**config.mk**
```make
export PLATFORM = sky130hd
export DESIGN_NAME = aclink_fifo_dma_status
export DESIGN_NICKNAME = d
export VERILOG_FILES = /design/src/hw/aclink_pkg.sv /design/src/hw/reg_port_if.sv /design/src/hw/aclink_fifo_dma_status.sv /design/src/hw/axil_slave_port.sv
export SDC_FILE = /design/constraint.sdc
export NUM_CORES = 1
export LEC_CHECK = 0
export ABC_AREA = 1
export ABC_CLOCK_PERIOD_IN_PS = 1600
export BUFFER_PORTS_ARGS = -buffer_cell sky130_fd_sc_hd__buf_2
export CORE_ASPECT_RATIO = 0.7
export CORE_MARGIN = 4
export CORE_UTILIZATION = 49
export DETAILED_ROUTE_END_ITERATION = 10
export PLACE_DENSITY = 0.8
export REMOVE_ABC_BUFFERS = 1
export SLEW_MARGIN = 10
export SYNTH_ARGS = -nofsm -noshare
export SYNTH_HDL_FRONTEND = slang
export SYNTH_SLANG_ARGS = --single-unit
```
**constraint.sdc**
```tcl
create_clock -name ref_clk -period 1.6 [get_ports ref_clk]
set_input_delay 0.16 -clock ref_clk [delete_from_list [all_inputs] [get_ports ref_clk]]
set_output_delay 0.16 -clock ref_clk [all_outputs]
set_load 0.02 [all_outputs]
```
**src/hw/aclink_pkg.sv**
```systemverilog
//
// Contract
// - Status bit 14 shows modem transmit full
// - Status bits 11,10 show LFE, center full
// - Status bits 9,8 show surround, PCM full
// - Status bit 7 shows modem receive non-empty
// - Status bit 6 shows modem transmit non-empty
// - Status bit 4 shows audio receive non-empty
// - Status bits 3..0 show transmit non-empty
// - Status bits 31:15, 13:12, 5 read zero
// - Request bits 7,6 show modem receive, transmit
// - Request bits 4..0 audio in, LFE..PCM out
// - Request bits read-only, one while pending
// - Pending survives disable; sample access clears it
// - Channel map: two-bit mode in bits 1:0
// - Modes 0 and 1 channel sets
// - Modes 2 and 3 channel sets
// - PCM out register: write-only, two packed samples
package aclink_pkg;

    // ----------------------------------------
    // Register byte offsets
    // ----------------------------------------
    localparam logic [15:0] SLOT_FIFO_STATUS_OFS = 16'hF750;
    localparam logic [15:0] DMA_REQUEST_STATUS_OFS = 16'hF780;
    localparam logic [15:0] DMA_CHANNEL_MAP_OFS = 16'hF784;
    localparam logic [15:0] PCM_OUT_SAMPLE_OFS = 16'hF7A0;

    // ----------------------------------------
    // Channel indices, shared by status and request fields
    // ----------------------------------------
    localparam int CH_PCM_TX = 0;
    localparam int CH_SURROUND_TX = 1;
    localparam int CH_CENTER_TX = 2;
    localparam int CH_LOWFREQ_TX = 3;
    localparam int CH_AUDIO_RX = 4;
    localparam int CH_MODEM_TX = 6;
    localparam int CH_MODEM_RX = 7;
    localparam int NUM_CH = 8;

    localparam logic [7:0] TX_CHANNELS = 8'h4F;
    localparam logic [7:0] CHANNEL_BITS = 8'hDF;

    // ----------------------------------------
    // Status field positions
    // ----------------------------------------
    localparam int MODEM_TX_FULL_BIT = 14;
    localparam int AUDIO_FULL_LSB = 8;

    // ----------------------------------------
    // Mapping modes and reset values
    // ----------------------------------------
    localparam logic [1:0] MAP_MODE_RESET = 2'h0;
    localparam logic [7:0] MODE0_MASK = 8'hD1;
    localparam logic [7:0] MODE1_MASK = 8'hC3;
    localparam logic [7:0] MODE2_MASK = 8'h0F;
    localparam logic [7:0] MODE3_MASK = 8'h17;

    localparam logic [1:0] RESP_OKAY = 2'h0;
    localparam logic [1:0] RESP_SLVERR = 2'h2;

    function automatic logic [7:0] modeMask(input logic [1:0] mode);
        logic [7:0] m;
        m = MODE0_MASK;
        case (mode)
            2'h0: m = MODE0_MASK;
            2'h1: m = MODE1_MASK;
            2'h2: m = MODE2_MASK;
            default: m = MODE3_MASK;
        endcase
        return m;
    endfunction

endpackage

```
**src/hw/reg_port_if.sv**
```systemverilog
interface reg_port_if;
    logic wrEn;
    logic [15:0] wrAddr;
    logic [31:0] wrData;
    logic [3:0] wrStrb;
    logic wrOk;
    logic rdEn;
    logic [15:0] rdAddr;
    logic [31:0] rdData;
    logic rdOk;

    modport port
    (
        output wrEn, wrAddr, wrData, wrStrb, rdEn, rdAddr,
        input wrOk, rdData, rdOk
    );
    modport regs
    (
        input wrEn, wrAddr, wrData, wrStrb, rdEn, rdAddr,
        output wrOk, rdData, rdOk
    );
endinterface

```
**src/hw/aclink_fifo_dma_status.sv**
```systemverilog
// The AXI4-Lite slave port was decided locally.
module aclink_fifo_dma_status
    import aclink_pkg::*;
(
    // Clock and reset
    input wire logic ref_clk,
    input wire logic sys_rst,
    // AXI4-Lite write
    input wire logic [15:0] awaddr,
    input wire logic awvalid,
    output logic awready,
    input wire logic [31:0] wdata,
    input wire logic [3:0] wstrb,
    input wire logic wvalid,
    output logic wready,
    output logic [1:0] bresp,
    output logic bvalid,
    input wire logic bready,
    // AXI4-Lite read
    input wire logic [15:0] araddr,
    input wire logic arvalid,
    output logic arready,
    output logic [31:0] rdata,
    output logic [1:0] rresp,
    output logic rvalid,
    input wire logic rready,
    // Slot FIFO state, one bit per channel
    input wire logic [7:0] chanFull,
    input wire logic [7:0] chanNonEmpty,
    // DMA side
    input wire logic [7:0] dmaChanEnable,
    input wire logic [7:0] sampleAccess,
    output logic [7:0] dmaRequest,
    // PCM output samples
    input wire logic bigEndian,
    output logic [15:0] pcmSampleLeft,
    output logic [15:0] pcmSampleRight,
    output logic pcmSampleValid
);

    reg_port_if rp();

    axil_slave_port u_port
    (
        .ref_clk(ref_clk),
        .sys_rst(sys_rst),
        .awaddr(awaddr),
        .awvalid(awvalid),
        .awready(awready),
        .wdata(wdata),
        .wstrb(wstrb),
        .wvalid(wvalid),
        .wready(wready),
        .bresp(bresp),
        .bvalid(bvalid),
        .bready(bready),
        .araddr(araddr),
        .arvalid(arvalid),
        .arready(arready),
        .rdata(rdata),
        .rresp(rresp),
        .rvalid(rvalid),
        .rready(rready),
        .rp(rp.port)
    );

    logic [1:0] mapMode_q, mapMode_d;
    logic [7:0] dmaPending_q, dmaPending_d;
    logic [15:0] pcmLeft_q, pcmLeft_d, pcmRight_q, pcmRight_d;
    logic pcmValid_q, pcmValid_d;
    logic [7:0] mapMask;
    logic [7:0] pendSet;
    logic [7:0] pendClr;
    logic [31:0] fifoStatus;
    logic pcmWrite, pcmRead, mapWrite;

    // ----------------------------------------
    // Status word
    // ----------------------------------------
    always_comb
    begin
        fifoStatus = 32'h0000_0000;
        fifoStatus[MODEM_TX_FULL_BIT] = chanFull[CH_MODEM_TX];
        fifoStatus[AUDIO_FULL_LSB +: 4] = chanFull[3:0];
        fifoStatus[7:0] = chanNonEmpty & CHANNEL_BITS;
    end

    // ----------------------------------------
    // Address decode
    // ----------------------------------------
    assign pcmWrite = rp.wrEn && (rp.wrAddr == PCM_OUT_SAMPLE_OFS);
    assign pcmRead = rp.rdEn && (rp.rdAddr == PCM_OUT_SAMPLE_OFS);
    assign mapWrite = rp.wrEn && (rp.wrAddr == DMA_CHANNEL_MAP_OFS) && rp.wrStrb[0];

    always_comb
    begin
        rp.rdData = 32'h0000_0000;
        rp.rdOk = 1'h1;
        if (rp.rdAddr == SLOT_FIFO_STATUS_OFS)
        begin
            rp.rdData = fifoStatus;
        end
        else if (rp.rdAddr == DMA_REQUEST_STATUS_OFS)
        begin
            rp.rdData = {24'h00_0000, dmaPending_q};
        end
        else if (rp.rdAddr == DMA_CHANNEL_MAP_OFS)
        begin
            rp.rdData = {30'h0000_0000, mapMode_q};
        end
        else if (rp.rdAddr == PCM_OUT_SAMPLE_OFS)
        begin
            // Write-only: reads return zero but still count as an access
            rp.rdData = 32'h0000_0000;
        end
        else
        begin
            rp.rdOk = 1'h0;
        end
    end

    // Writes to the two status registers are ignored but answered OKAY
    always_comb
    begin
        if (rp.wrAddr == SLOT_FIFO_STATUS_OFS)
        begin
            rp.wrOk = 1'h1;
        end
        else if (rp.wrAddr == DMA_REQUEST_STATUS_OFS)
        begin
            rp.wrOk = 1'h1;
        end
        else if (rp.wrAddr == DMA_CHANNEL_MAP_OFS)
        begin
            rp.wrOk = 1'h1;
        end
        else if (rp.wrAddr == PCM_OUT_SAMPLE_OFS)
        begin
            rp.wrOk = 1'h1;
        end
        else
        begin
            rp.wrOk = 1'h0;
        end
    end

    // ----------------------------------------
    // Map mode and PCM sample registers
    // ----------------------------------------
    always_comb
    begin
        mapMode_d = mapMode_q;
        pcmLeft_d = pcmLeft_q;
        pcmRight_d = pcmRight_q;
        pcmValid_d = 1'h0;
        if (mapWrite)
        begin
            mapMode_d = rp.wrData[1:0];
        end
        if (pcmWrite)
        begin
            pcmValid_d = 1'h1;
            if (bigEndian)
            begin
                pcmLeft_d = rp.wrData[31:16];
                pcmRight_d = rp.wrData[15:0];
            end
            else
            begin
                pcmLeft_d = rp.wrData[15:0];
                pcmRight_d = rp.wrData[31:16];
            end
        end
    end

    always_ff @(posedge ref_clk)
    begin
        if (sys_rst)
        begin
            mapMode_q <= MAP_MODE_RESET;
            pcmLeft_q <= 16'h0000;
            pcmRight_q <= 16'h0000;
            pcmValid_q <= 1'h0;
        end
        else
        begin
            mapMode_q <= mapMode_d;
            pcmLeft_q <= pcmLeft_d;
            pcmRight_q <= pcmRight_d;
            pcmValid_q <= pcmValid_d;
        end
    end

    assign pcmSampleLeft = pcmLeft_q;
    assign pcmSampleRight = pcmRight_q;
    assign pcmSampleValid = pcmValid_q;

    // ----------------------------------------
    // DMA request tracking
    // ----------------------------------------
    // Changing mode does not flush old requests; software drains them first
    assign mapMask = modeMask(mapMode_q);

    genvar gi;
    generate
        for (gi = 0; gi < NUM_CH; gi++)
        begin : g_chan
            if (TX_CHANNELS[gi])
            begin : g_tx
                assign pendSet[gi] = mapMask[gi] && dmaChanEnable[gi] && !chanFull[gi];
            end
            else
            begin : g_rx
                assign pendSet[gi] = mapMask[gi] && dmaChanEnable[gi] && chanNonEmpty[gi];
            end
        end
    endgenerate

    // PCM clears from our own register and from its external data register; other channels from external data registers only
    always_comb
    begin
        pendClr = sampleAccess;
        pendClr[CH_PCM_TX] = sampleAccess[CH_PCM_TX] || pcmWrite || pcmRead;
        // Set beats clear so a fresh request in the clearing cycle is kept
        // Disabling a channel only stops new sets, never clears
        dmaPending_d = (pendSet | (dmaPending_q & ~pendClr)) & CHANNEL_BITS;
    end

    always_ff @(posedge ref_clk)
    begin
        if (sys_rst)
        begin
            dmaPending_q <= 8'h00;
        end
        else
        begin
            dmaPending_q <= dmaPending_d;
        end
    end

    assign dmaRequest = dmaPending_q;

    logic stsRead, reqRead;
    assign stsRead = rp.rdEn && (rp.rdAddr == SLOT_FIFO_STATUS_OFS);
    assign reqRead = rp.rdEn && (rp.rdAddr == DMA_REQUEST_STATUS_OFS);
endmodule

```
**src/hw/axil_slave_port.sv**
```systemverilog
module axil_slave_port
    import aclink_pkg::*;
(
    // Clock and reset
    input wire logic ref_clk,
    input wire logic sys_rst,
    // Write address and data
    input wire logic [15:0] awaddr,
    input wire logic awvalid,
    output logic awready,
    input wire logic [31:0] wdata,
    input wire logic [3:0] wstrb,
    input wire logic wvalid,
    output logic wready,
    // Write response
    output logic [1:0] bresp,
    output logic bvalid,
    input wire logic bready,
    // Read
    input wire logic [15:0] araddr,
    input wire logic arvalid,
    output logic arready,
    output logic [31:0] rdata,
    output logic [1:0] rresp,
    output logic rvalid,
    input wire logic rready,
    // Register side
    reg_port_if.port rp
);

    logic awHeld_q, awHeld_d, wHeld_q, wHeld_d, bValid_q, bValid_d, rValid_q, rValid_d;
    logic [15:0] awAddr_q, awAddr_d;
    logic [31:0] wData_q, wData_d, rData_q, rData_d;
    logic [3:0] wStrb_q, wStrb_d;
    logic [1:0] bResp_q, bResp_d, rResp_q, rResp_d;

    // ----------------------------------------
    // Handshake
    // ----------------------------------------
    // Address and data may arrive in either order; one write in flight
    assign awready = !awHeld_q && !bValid_q;
    assign wready = !wHeld_q && !bValid_q;
    assign arready = !rValid_q;
    assign rp.wrEn = awHeld_q && wHeld_q && !bValid_q;
    assign rp.wrAddr = awAddr_q;
    assign rp.wrData = wData_q;
    assign rp.wrStrb = wStrb_q;
    assign rp.rdEn = arvalid && arready;
    assign rp.rdAddr = araddr;
    assign bvalid = bValid_q;
    assign bresp = bResp_q;
    assign rvalid = rValid_q;
    assign rdata = rData_q;
    assign rresp = rResp_q;

    always_comb
    begin
        awHeld_d = awHeld_q;
        wHeld_d = wHeld_q;
        bValid_d = bValid_q;
        rValid_d = rValid_q;
        awAddr_d = awAddr_q;
        wData_d = wData_q;
        wStrb_d = wStrb_q;
        bResp_d = bResp_q;
        rData_d = rData_q;
        rResp_d = rResp_q;
        if (awvalid && awready)
        begin
            awHeld_d = 1'h1;
            awAddr_d = awaddr;
        end
        if (wvalid && wready)
        begin
            wHeld_d = 1'h1;
            wData_d = wdata;
            wStrb_d = wstrb;
        end
        if (rp.wrEn)
        begin
            awHeld_d = 1'h0;
            wHeld_d = 1'h0;
            bValid_d = 1'h1;
            bResp_d = rp.wrOk ? RESP_OKAY : RESP_SLVERR;
        end
        else if (bValid_q && bready)
        begin
            bValid_d = 1'h0;
        end
        if (rp.rdEn)
        begin
            rValid_d = 1'h1;
            rData_d = rp.rdData;
            rResp_d = rp.rdOk ? RESP_OKAY : RESP_SLVERR;
        end
        else if (rValid_q && rready)
        begin
            rValid_d = 1'h0;
        end
    end

    always_ff @(posedge ref_clk)
    begin
        if (sys_rst)
        begin
            awHeld_q <= 1'h0;
            wHeld_q <= 1'h0;
            bValid_q <= 1'h0;
            rValid_q <= 1'h0;
            awAddr_q <= 16'h0000;
            wData_q <= 32'h0000_0000;
            wStrb_q <= 4'h0;
            bResp_q <= RESP_OKAY;
            rData_q <= 32'h0000_0000;
            rResp_q <= RESP_OKAY;
        end
        else
        begin
            awHeld_q <= awHeld_d;
            wHeld_q <= wHeld_d;
            bValid_q <= bValid_d;
            rValid_q <= rValid_d;
            awAddr_q <= awAddr_d;
            wData_q <= wData_d;
            wStrb_q <= wStrb_d;
            bResp_q <= bResp_d;
            rData_q <= rData_d;
            rResp_q <= rResp_d;
        end
    end

endmodule

```
==> impl_metrics.ini, run 1 <==
[global_routing]
antenna_found_initial = 0
grt_max_degree = 39
grt_pass1_vias = 4059
gr-total-overflow = 0
grtUsageTotal = 0.188
grt_pass1_wl_mm = 18.3

[layout]
layout_commonest_cell = nor2_1
seq_area_um2 = 2180
fin_nets = 947
nFillCells = 928
final_layout_size_suffix_gt1_frac = 0.238
syn2layout_area_growth_pct = 22.5
stdcell_count = 964
most-common-layout-cells = nor2_1 (196), buf_2 (157), nand2_1 (122)
multi_input_area_um2 = 2320
diodes = 0

[floorplanning]
dieArea_um2 = 11800
die_w_um = 128
start_util = 0.506
io-pin-count = 190
rows = 30
die_y_um = 92.0
core_um2 = 9760

[cts]
h-tree-depth = 3
cts-root-buf = clkbuf_16
clk_pin_slew_ps = 70
numClockSinks = 109
cts.repair.resized = 0
hold_buffers = 0
cts_tree = built
postCtsSetupBuffers = 0
cts_buffers = 9
clk-insertion-delay-late_ps = 340
cts_buffer_depth = 2

[detailed_routing]
first_iter_violations = 194
wl_mm = 11.2
viasPerCell = 4.60
wire_per_inst_um = 11.6
drc = 0
first_pass_iters = 6
detail-route-antenna-nets = 0
dr_total_vias = 4435

[status]
outcome = completed

[timing]
rsz0062_at_grt = false
setup_tns_ps = 0
skew_ps = 7.82
max_freq_ghz = 0.709
fin_ws_ps = 190
finalHoldViolCount = 0
period_share = 0.881
whs_ps = 65.9
setup_violations = 0
min_period_ps = 1410
drv_slew = 0

[pwr]
powerDensity_nw_per_um2 = 965
power.leakage_nw = 3.02
vdd_drop_max_mv = 0.547

[placed_design]
place_ws_ps = 188
numPortBuffers = 157
gp_congestion = 0.778
dp_hpwl_mm = 8.36
dpl.cell_count = 950

[worst_setup_path]
cp_slowest_cell = dfxtp_1
slowest_delay_ps = 360
path_class = reg2reg
required_ps = 1820
endpoint_kind = flop
critPathLaunchType = flop
cp_common_cell = nand2_1
cp.arrival_ps = 1630
crit_fanout = 38
path_cells = nand2_1, nor2_2, nand3_2, nor2_4, buf_12, nor2_1, nand2_1, a21oi_1

[logic_synthesis]
synth_cells = 686
synth_area_um2 = 4930
seq_area_frac_synth = 0.442
synth.distinct_cells = 28
avgSynthCellArea_um2 = 7.19
synth_seq_cells = 109
yosysWarnings = 0

[run]
maxCapViolCount = 0

[min_path]
min_path_type = in2reg
## Yosys cell counts
cell / n / area share
nand3_1: 23 / 0.023
buf_4: 23 / 0.035
clkbuf_1: 14 / 0.011
a21oi_1: 16 / 0.016
buf_6: 6 / 0.014
a211oi_1: 4 / 0.0061
o211ai_1: 1 / 0.0015
o21ai_0: 55 / 0.056
inv_2: 5 / 0.0038
clkinv_1: 1 / 0.00076
nand3_2: 1 / 0.0020
buf_2: 10 / 0.010
nand3b_1: 2 / 0.0030
and2_1: 1 / 0.0013
conb_1: 1 / 0.00076
inv_1: 38 / 0.029
mux2i_1: 32 / 0.065
nand4_1: 1 / 0.0013
nor2_2: 6 / 0.0076
ha_1: 6 / 0.015
nor2_1: 196 / 0.15
o21bai_1: 2 / 0.0030
nor3_1: 5 / 0.0051
dfxtp_1: 109 / 0.44
nand2_1: 122 / 0.093
or2_2: 1 / 0.0013
buf_1: 4 / 0.0030
o21a_1: 1 / 0.0015
## layout make-up
type | instances | share of cell area
Clock inverter | 4 | 0.00435
Timing Repair Buffer | 171 | 0.158
Clock buffer | 10 | 0.0395
Inverter | 44 | 0.0273
Multi-Input combinational cell | 498 | 0.383
Tap cell | 128 | 0.0265
Sequential cell | 109 | 0.361
## sequential cells by signal (all words and copies together), names as in the netlist, 2 cells and up
register / cells
pcmSampleRight: 16
pcmSampleLeft: 16
mapMode_q: 2
u_port.rp.wrData: 32
u_port.rp.wrAddr: 16
u_port.rdata: 12
dmaRequest: 7
## final timing paths
kind                                                         from                           endpoint  slack, ps  cells past startpoint
worst min register to register  u_port.rp.wrAddr[11]$_SDFFE_PP0P_  u_port.rp.wrAddr[11]$_SDFFE_PP0P_        460                      2
worst max-delay path                  u_port.wHeld_q$_SDFFE_PP0P_           dmaRequest[0]$_SDFF_PP0_        190                      8
worst max register to register        u_port.wHeld_q$_SDFFE_PP0P_           dmaRequest[0]$_SDFF_PP0_        190                      8
worst min-delay path                             dmaChanEnable[1]           dmaRequest[1]$_SDFF_PP0_         70                      3
## cells by family after synthesis
| logic type | synth area share |
|---|---|
| other | 0.000760 |
| muxes | 0.0649 |
| AOI/OAI and AO/OA | 0.0842 |
| and+or+nand+nor | 0.287 |
| adders and majority gates | 0.0152 |
| buffers and inverters | 0.106 |
| DFF | 0.442 |
## per-stage QoR
| stage | total power (W) | cell area, um^2 | util |
|---|---|---|---|
| after floorplan | 0.00354 | 4660 | - |
| after global placement | 0.00386 | 5780 | 0.592 |
| after detailed placement | 0.00388 | 5780 | 0.592 |
| after CTS | 0.00589 | 6040 | 0.619 |
| after global routing | 0.00611 | 6040 | 0.619 |
| final | 0.00583 | 6040 | 0.619 |
## worst max-delay path, delay by kind of cell (launching register included)
kind	cells	cell delay [ps]
DFF	1	360
AOI/OAI and AO/OA	1	50
buffers and inverters	1	210
and+or+nand+nor	6	660
## report_power, final
part	leakage (nW)	internal [W]	total, W	switching [W]
Sequential	0.893	0.00287	0.00298	0.000103
Combinational	2.00	0.000339	0.000840	0.000501
Clock	0.130	0.00108	0.00202	0.000938
Total	3.02	0.00429	0.00583	0.00154
## metal layers
| layer | up-vias | global-route usage | part of all wire |
|---|---|---|---|
| met5 | - | 0 | 0 |
| met1 | 1902 | 0.248 | 0.47 |
| met2 | 119 | 0.304 | 0.45 |
| met4 | 0 | 0.0512 | 0.013 |
| met3 | 14 | 0.0495 | 0.064 |
| li1 | 2400 | - | - |
No activity file was read; power rests on OpenSTA's default activity.
==> inputs of run 2 (changes only) <==
Settings changed: CAP_MARGIN from default to 30, CORE_UTILIZATION 49 to 52, PLACE_DENSITY 0.8 to 0.81, SYNTH_HIERARCHICAL from default to 1.
==> impl_metrics.ini, run 2 <==
[floorplanning]
dieArea_um2 = 13600
rows = 32
die_y_um = 98.8
core_um2 = 11300
io-pin-count = 190
die_w_um = 138
start_util = 0.544

[min_path]
hold_depth = 4
min_from = sampleAccess[2]
min_path_type = in2reg

[timing]
tightest_slew_ps = 536
max-slew-margin-rel = 0.642
max_freq_ghz = 0.656
finalHoldViolCount = 0
min_period_ps = 1530
rsz0062_at_grt = false
fin_ws_ps = 74.8
skew_ps = 7.35
period_share = 0.953
setup_violations = 0
drv_slew = 0

[placed_design]
place_ws_ps = 150
gp_congestion = 0.790
dpl.cell_count = 1144
place_area_um2 = 7100
numPortBuffers = 177
dp_hpwl_mm = 9.99

[cts]
cts_buffers = 17
clk_pin_slew_ps = 60
h-tree-depth = 4
cts_buffer_depth = 2
cts-root-buf = clkbuf_16
clk-insertion-delay-late_ps = 400
numClockSinks = 129
cts_tree = built

[layout]
fin_nets = 1131
multi_input_area_um2 = 2760
seq_area_um2 = 2580
syn2layout_area_growth_pct = 27.0
stdcell_count = 1183
diodes = 0
nFillCells = 963
final_cell_area_um2 = 7770
final_layout_size_suffix_gt1_frac = 0.276
most-common-layout-cells = buf_2 (175), nor2_1 (144), dfxtp_1 (128)
layout_commonest_cell = buf_2

[detailed_routing]
wl_mm = 15.1
detail-route-antenna-nets = 0
viasPerCell = 4.86
wire_per_inst_um = 12.8
first_pass_iters = 5
first_iter_violations = 308
drc = 0
dr_total_vias = 5753

[worst_setup_path]
endpoint_kind = output pin
endpoint = wready
critPathLaunchType = flop
required_ps = 1440
path_class = reg2out
reg2reg_slack_ps = 190
path_cells = buf_4, nor2_4, buf_12, buf_4
critPathTopFamily = buffers and inverters
slowest_delay_ps = 320
crit_cells = 4
rr_endpoint = pcmSampleRight[8]$_SDFFE_PP0P_
rr_startpoint = u_port/rp.wrAddr[5]$_SDFFE_PP0P_
path_buf_inv = 3
cp_common_cell = buf_4
cp.arrival_ps = 1370
crit_fanout = 17
reg2reg_depth = 8
cp_slowest_cell = dfxtp_1
startpoint = u_port/bvalid$_SDFFE_PP0P_

[logic_synthesis]
avgSynthCellArea_um2 = 7.25
synth_cells = 845
synth_area_um2 = 6120
yosysWarnings = 6

[global_routing]
antenna_found_initial = 0
grt_pass1_vias = 5148
gr-total-overflow = 0
grtUsageTotal = 0.218
grt_pass1_wl_mm = 24.2
grt_max_degree = 68

[status]
outcome = completed

[run]
maxCapViolCount = 0

[pwr]
powerDensity_nw_per_um2 = 1060
power.leakage_nw = 3.95
vdd_drop_max_mv = 0.847
run 2: worst min-delay path: stages:
cell,delay [ps]
buf_2,90
inv_1,30
nand2_1,40
a21oi_1,50
run 2: timing repair:
| action | in CTS | in global routing |
|---|---|---|
| hold endpoints to repair | 3 | 0 |
| hold buffers | 3 | 0 |
| setup endpoints to repair | 1 | 4 |
| pin swaps | 0 | 1 |
| buffers inserted | 0 | 1 |
| cloned | 2 | 1 |
| resized for setup | 0 | 5 |
run 2: power breakdown:
| group | internal, W | switching, W | leakage [nW] |
|---|---|---|---|
| sequential | 0.00341 | 0.000126 | 1.06 |
| clock | 0.00199 | 0.00147 | 0.256 |
| combinational | 0.000536 | 0.000685 | 2.63 |
run 2: layout make-up:
type	count	area share
Timing Repair Buffer	204	0.162
Multi-Input combinational cell	547	0.355
Tap cell	153	0.0246
Inverter	118	0.0570
Sequential cell	129	0.332
Clock buffer	17	0.0547
Clock inverter	15	0.0143
run 2: metrics by stage:
stage          power, W  TNS, ps   util  hold WS, ps
6_report        0.00821        0  0.691         28.9
3_5_place_dp    0.00473        0  0.631          413
2_1_floorplan   0.00426   -16880      -          229
5_1_grt         0.00861        0  0.691         20.6
3_3_place_gp    0.00470        0  0.631          417
4_1_cts         0.00827        0  0.687         10.8
run 2: worst min path at each step:
stage	slack [ps]	endpoint
2_1_floorplan	230	dmaRequest[0]$_SDFF_PP0_
3_3_place_gp	420	dmaRequest[6]$_SDFF_PP0_
3_5_place_dp	410	dmaRequest[6]$_SDFF_PP0_
4_1_cts	10	dmaRequest[1]$_SDFF_PP0_
5_1_grt	20	dmaRequest[2]$_SDFF_PP0_
6_report	30	dmaRequest[2]$_SDFF_PP0_
run 2: routing by layer:
metal,wire length (um),vias up,GRT usage
met2,6930,214,0.341
met3,1210,12,0.0439
met5,0,-,0
met4,147,0,0.0729
met1,6850,2536,0.301
li1,-,2991,-
==> inputs of run 3 (changes only) <==
Settings changed: CORE_MARGIN 4 to 8, SLEW_MARGIN 10 to 20.
==> impl_metrics.ini, run 3 (synthesis gave the netlist of run 2 again) <==
[status]
outcome = completed

[worst_setup_path]
endpoint_kind = output pin
startpoint = u_port/bvalid$_SDFFE_PP0P_
crit_fanout = 33
path_class = reg2out
required_ps = 1440
cp.arrival_ps = 1350
rr_startpoint = u_port/rp.wrAddr[1]$_SDFFE_PP0P_
critPathLaunchType = flop

[layout]
nFillCells = 1053
fin_nets = 1128
diodes = 0
final_layout_size_suffix_gt1_frac = 0.270
final_util = 0.671
final_cell_area_um2 = 7790
layout_commonest_cell = buf_2
most-common-layout-cells = buf_2 (177), nor2_1 (144), dfxtp_1 (129)
syn2layout_area_growth_pct = 27.2

[cts]
clk_pin_slew_ps = 50
cts-root-buf = clkbuf_16
cts_tree = built
h-tree-depth = 4
cts_buffer_depth = 2
cts.repair.resized = 0
numClockSinks = 129
clk-insertion-delay-late_ps = 400
cts_buffers = 17

[pwr]
power.leakage_nw = 3.95
powerDensity_nw_per_um2 = 1110
vdd_drop_max_mv = 0.737
power_w = 0.00866

[global_routing]
grtUsageTotal = 0.198
gr-total-overflow = 0
grt_pass1_vias = 5346
antenna_found_initial = 0
grt_max_degree = 68
grt_pass1_wl_mm = 25.9

[detailed_routing]
wl_mm = 15.6
first_iter_violations = 280
dr_total_vias = 5735
viasPerCell = 4.85
first_pass_iters = 5
drc = 0
detail-route-antenna-nets = 0
wire_per_inst_um = 13.2

[timing]
min_period_ps = 1510
fin_ws_ps = 89.4
period_share = 0.944
setup_tns_ps = 0
rsz0062_at_grt = false
tightest_slew_ps = 529
drv_slew = 0
finalHoldViolCount = 0
skew_ps = 6.93
max_freq_ghz = 0.662
setup_violations = 0
max-slew-margin-rel = 0.647

[floorplanning]
core_um2 = 11600
die_y_um = 107
io-pin-count = 190
start_util = 0.528
rows = 33
die_w_um = 146
dieArea_um2 = 15600

[placed_design]
place_area_um2 = 7080
place_ws_ps = 176
gp_congestion = 0.836
dp_hpwl_mm = 10.5
numPortBuffers = 177

[min_path]
min_from = sampleAccess[3]
min_path_type = in2reg

[run]
maxCapViolCount = 0
-- run 3: per-stage QoR --
stage               cells  hold WS (ps)
floorplan             794           229
global placement     1145           412
detailed placement   1145           414
CTS                  1181         0.473
global route         1183          21.0
finish               1183          17.0
-- run 3: area by class of cell --
cell class / count / area [um^2] / area share
multi-input cells: 547 / 2760 / 0.354
clock inverters: 10 / 134 / 0.0172
inverters: 118 / 443 / 0.0569
repair buffers: 201 / 1210 / 0.155
flip-flops and latches: 129 / 2580 / 0.332
well taps: 157 / 196 / 0.0252
clock buffers: 21 / 470 / 0.0604
-- run 3: worst max-delay path, cell delays in order, from the launching register on --
cell	delay, ps
dfxtp_1	380
nor2_2	180
buf_12	190
buf_2	190
-- run 3: worst paths after layout --
check | endpoint | slack [ps] | depth (start not counted)
min | dmaRequest[3]$_SDFF_PP0_ | 20 | 4
max | awready | 90 | 3
min reg2reg | pcmSampleLeft[1]$_SDFFE_PP0P_ | 440 | 2
max reg2reg | pcmSampleLeft[3]$_SDFFE_PP0P_ | 200 | 7
-- run 3: report_power, final --
| part | switching, W | total [W] | internal, W | leakage, nW |
|---|---|---|---|---|
| clock | 0.00137 | 0.00393 | 0.00256 | 0.295 |
| sequential | 0.000122 | 0.00353 | 0.00341 | 1.06 |
| combinational | 0.000685 | 0.00120 | 0.000514 | 2.60 |
| total | 0.00218 | 0.00866 | 0.00648 | 3.95 |
-- run 3: what timing repair did --
action / 4_1_cts / 5_1_grt
setup buffers: 0 / 1
pin swaps: 0 / 1
hold endpoints to repair: 3 / 0
hold buffers: 4 / 0
setup endpoints to repair: 1 / 1
cloned: 1 / 1
-- run 3: routing by layer --
layer  GRT usage  vias to the layer above  part of all wire  routed length (um)
met4      0.0548                        0             0.012                 194
met1       0.256                     2537              0.46                7170
li1            -                     2977                 -                   -
met2       0.318                      205              0.46                7240
met5           0                        -                 0                   0
met3      0.0568                       16             0.067                1040
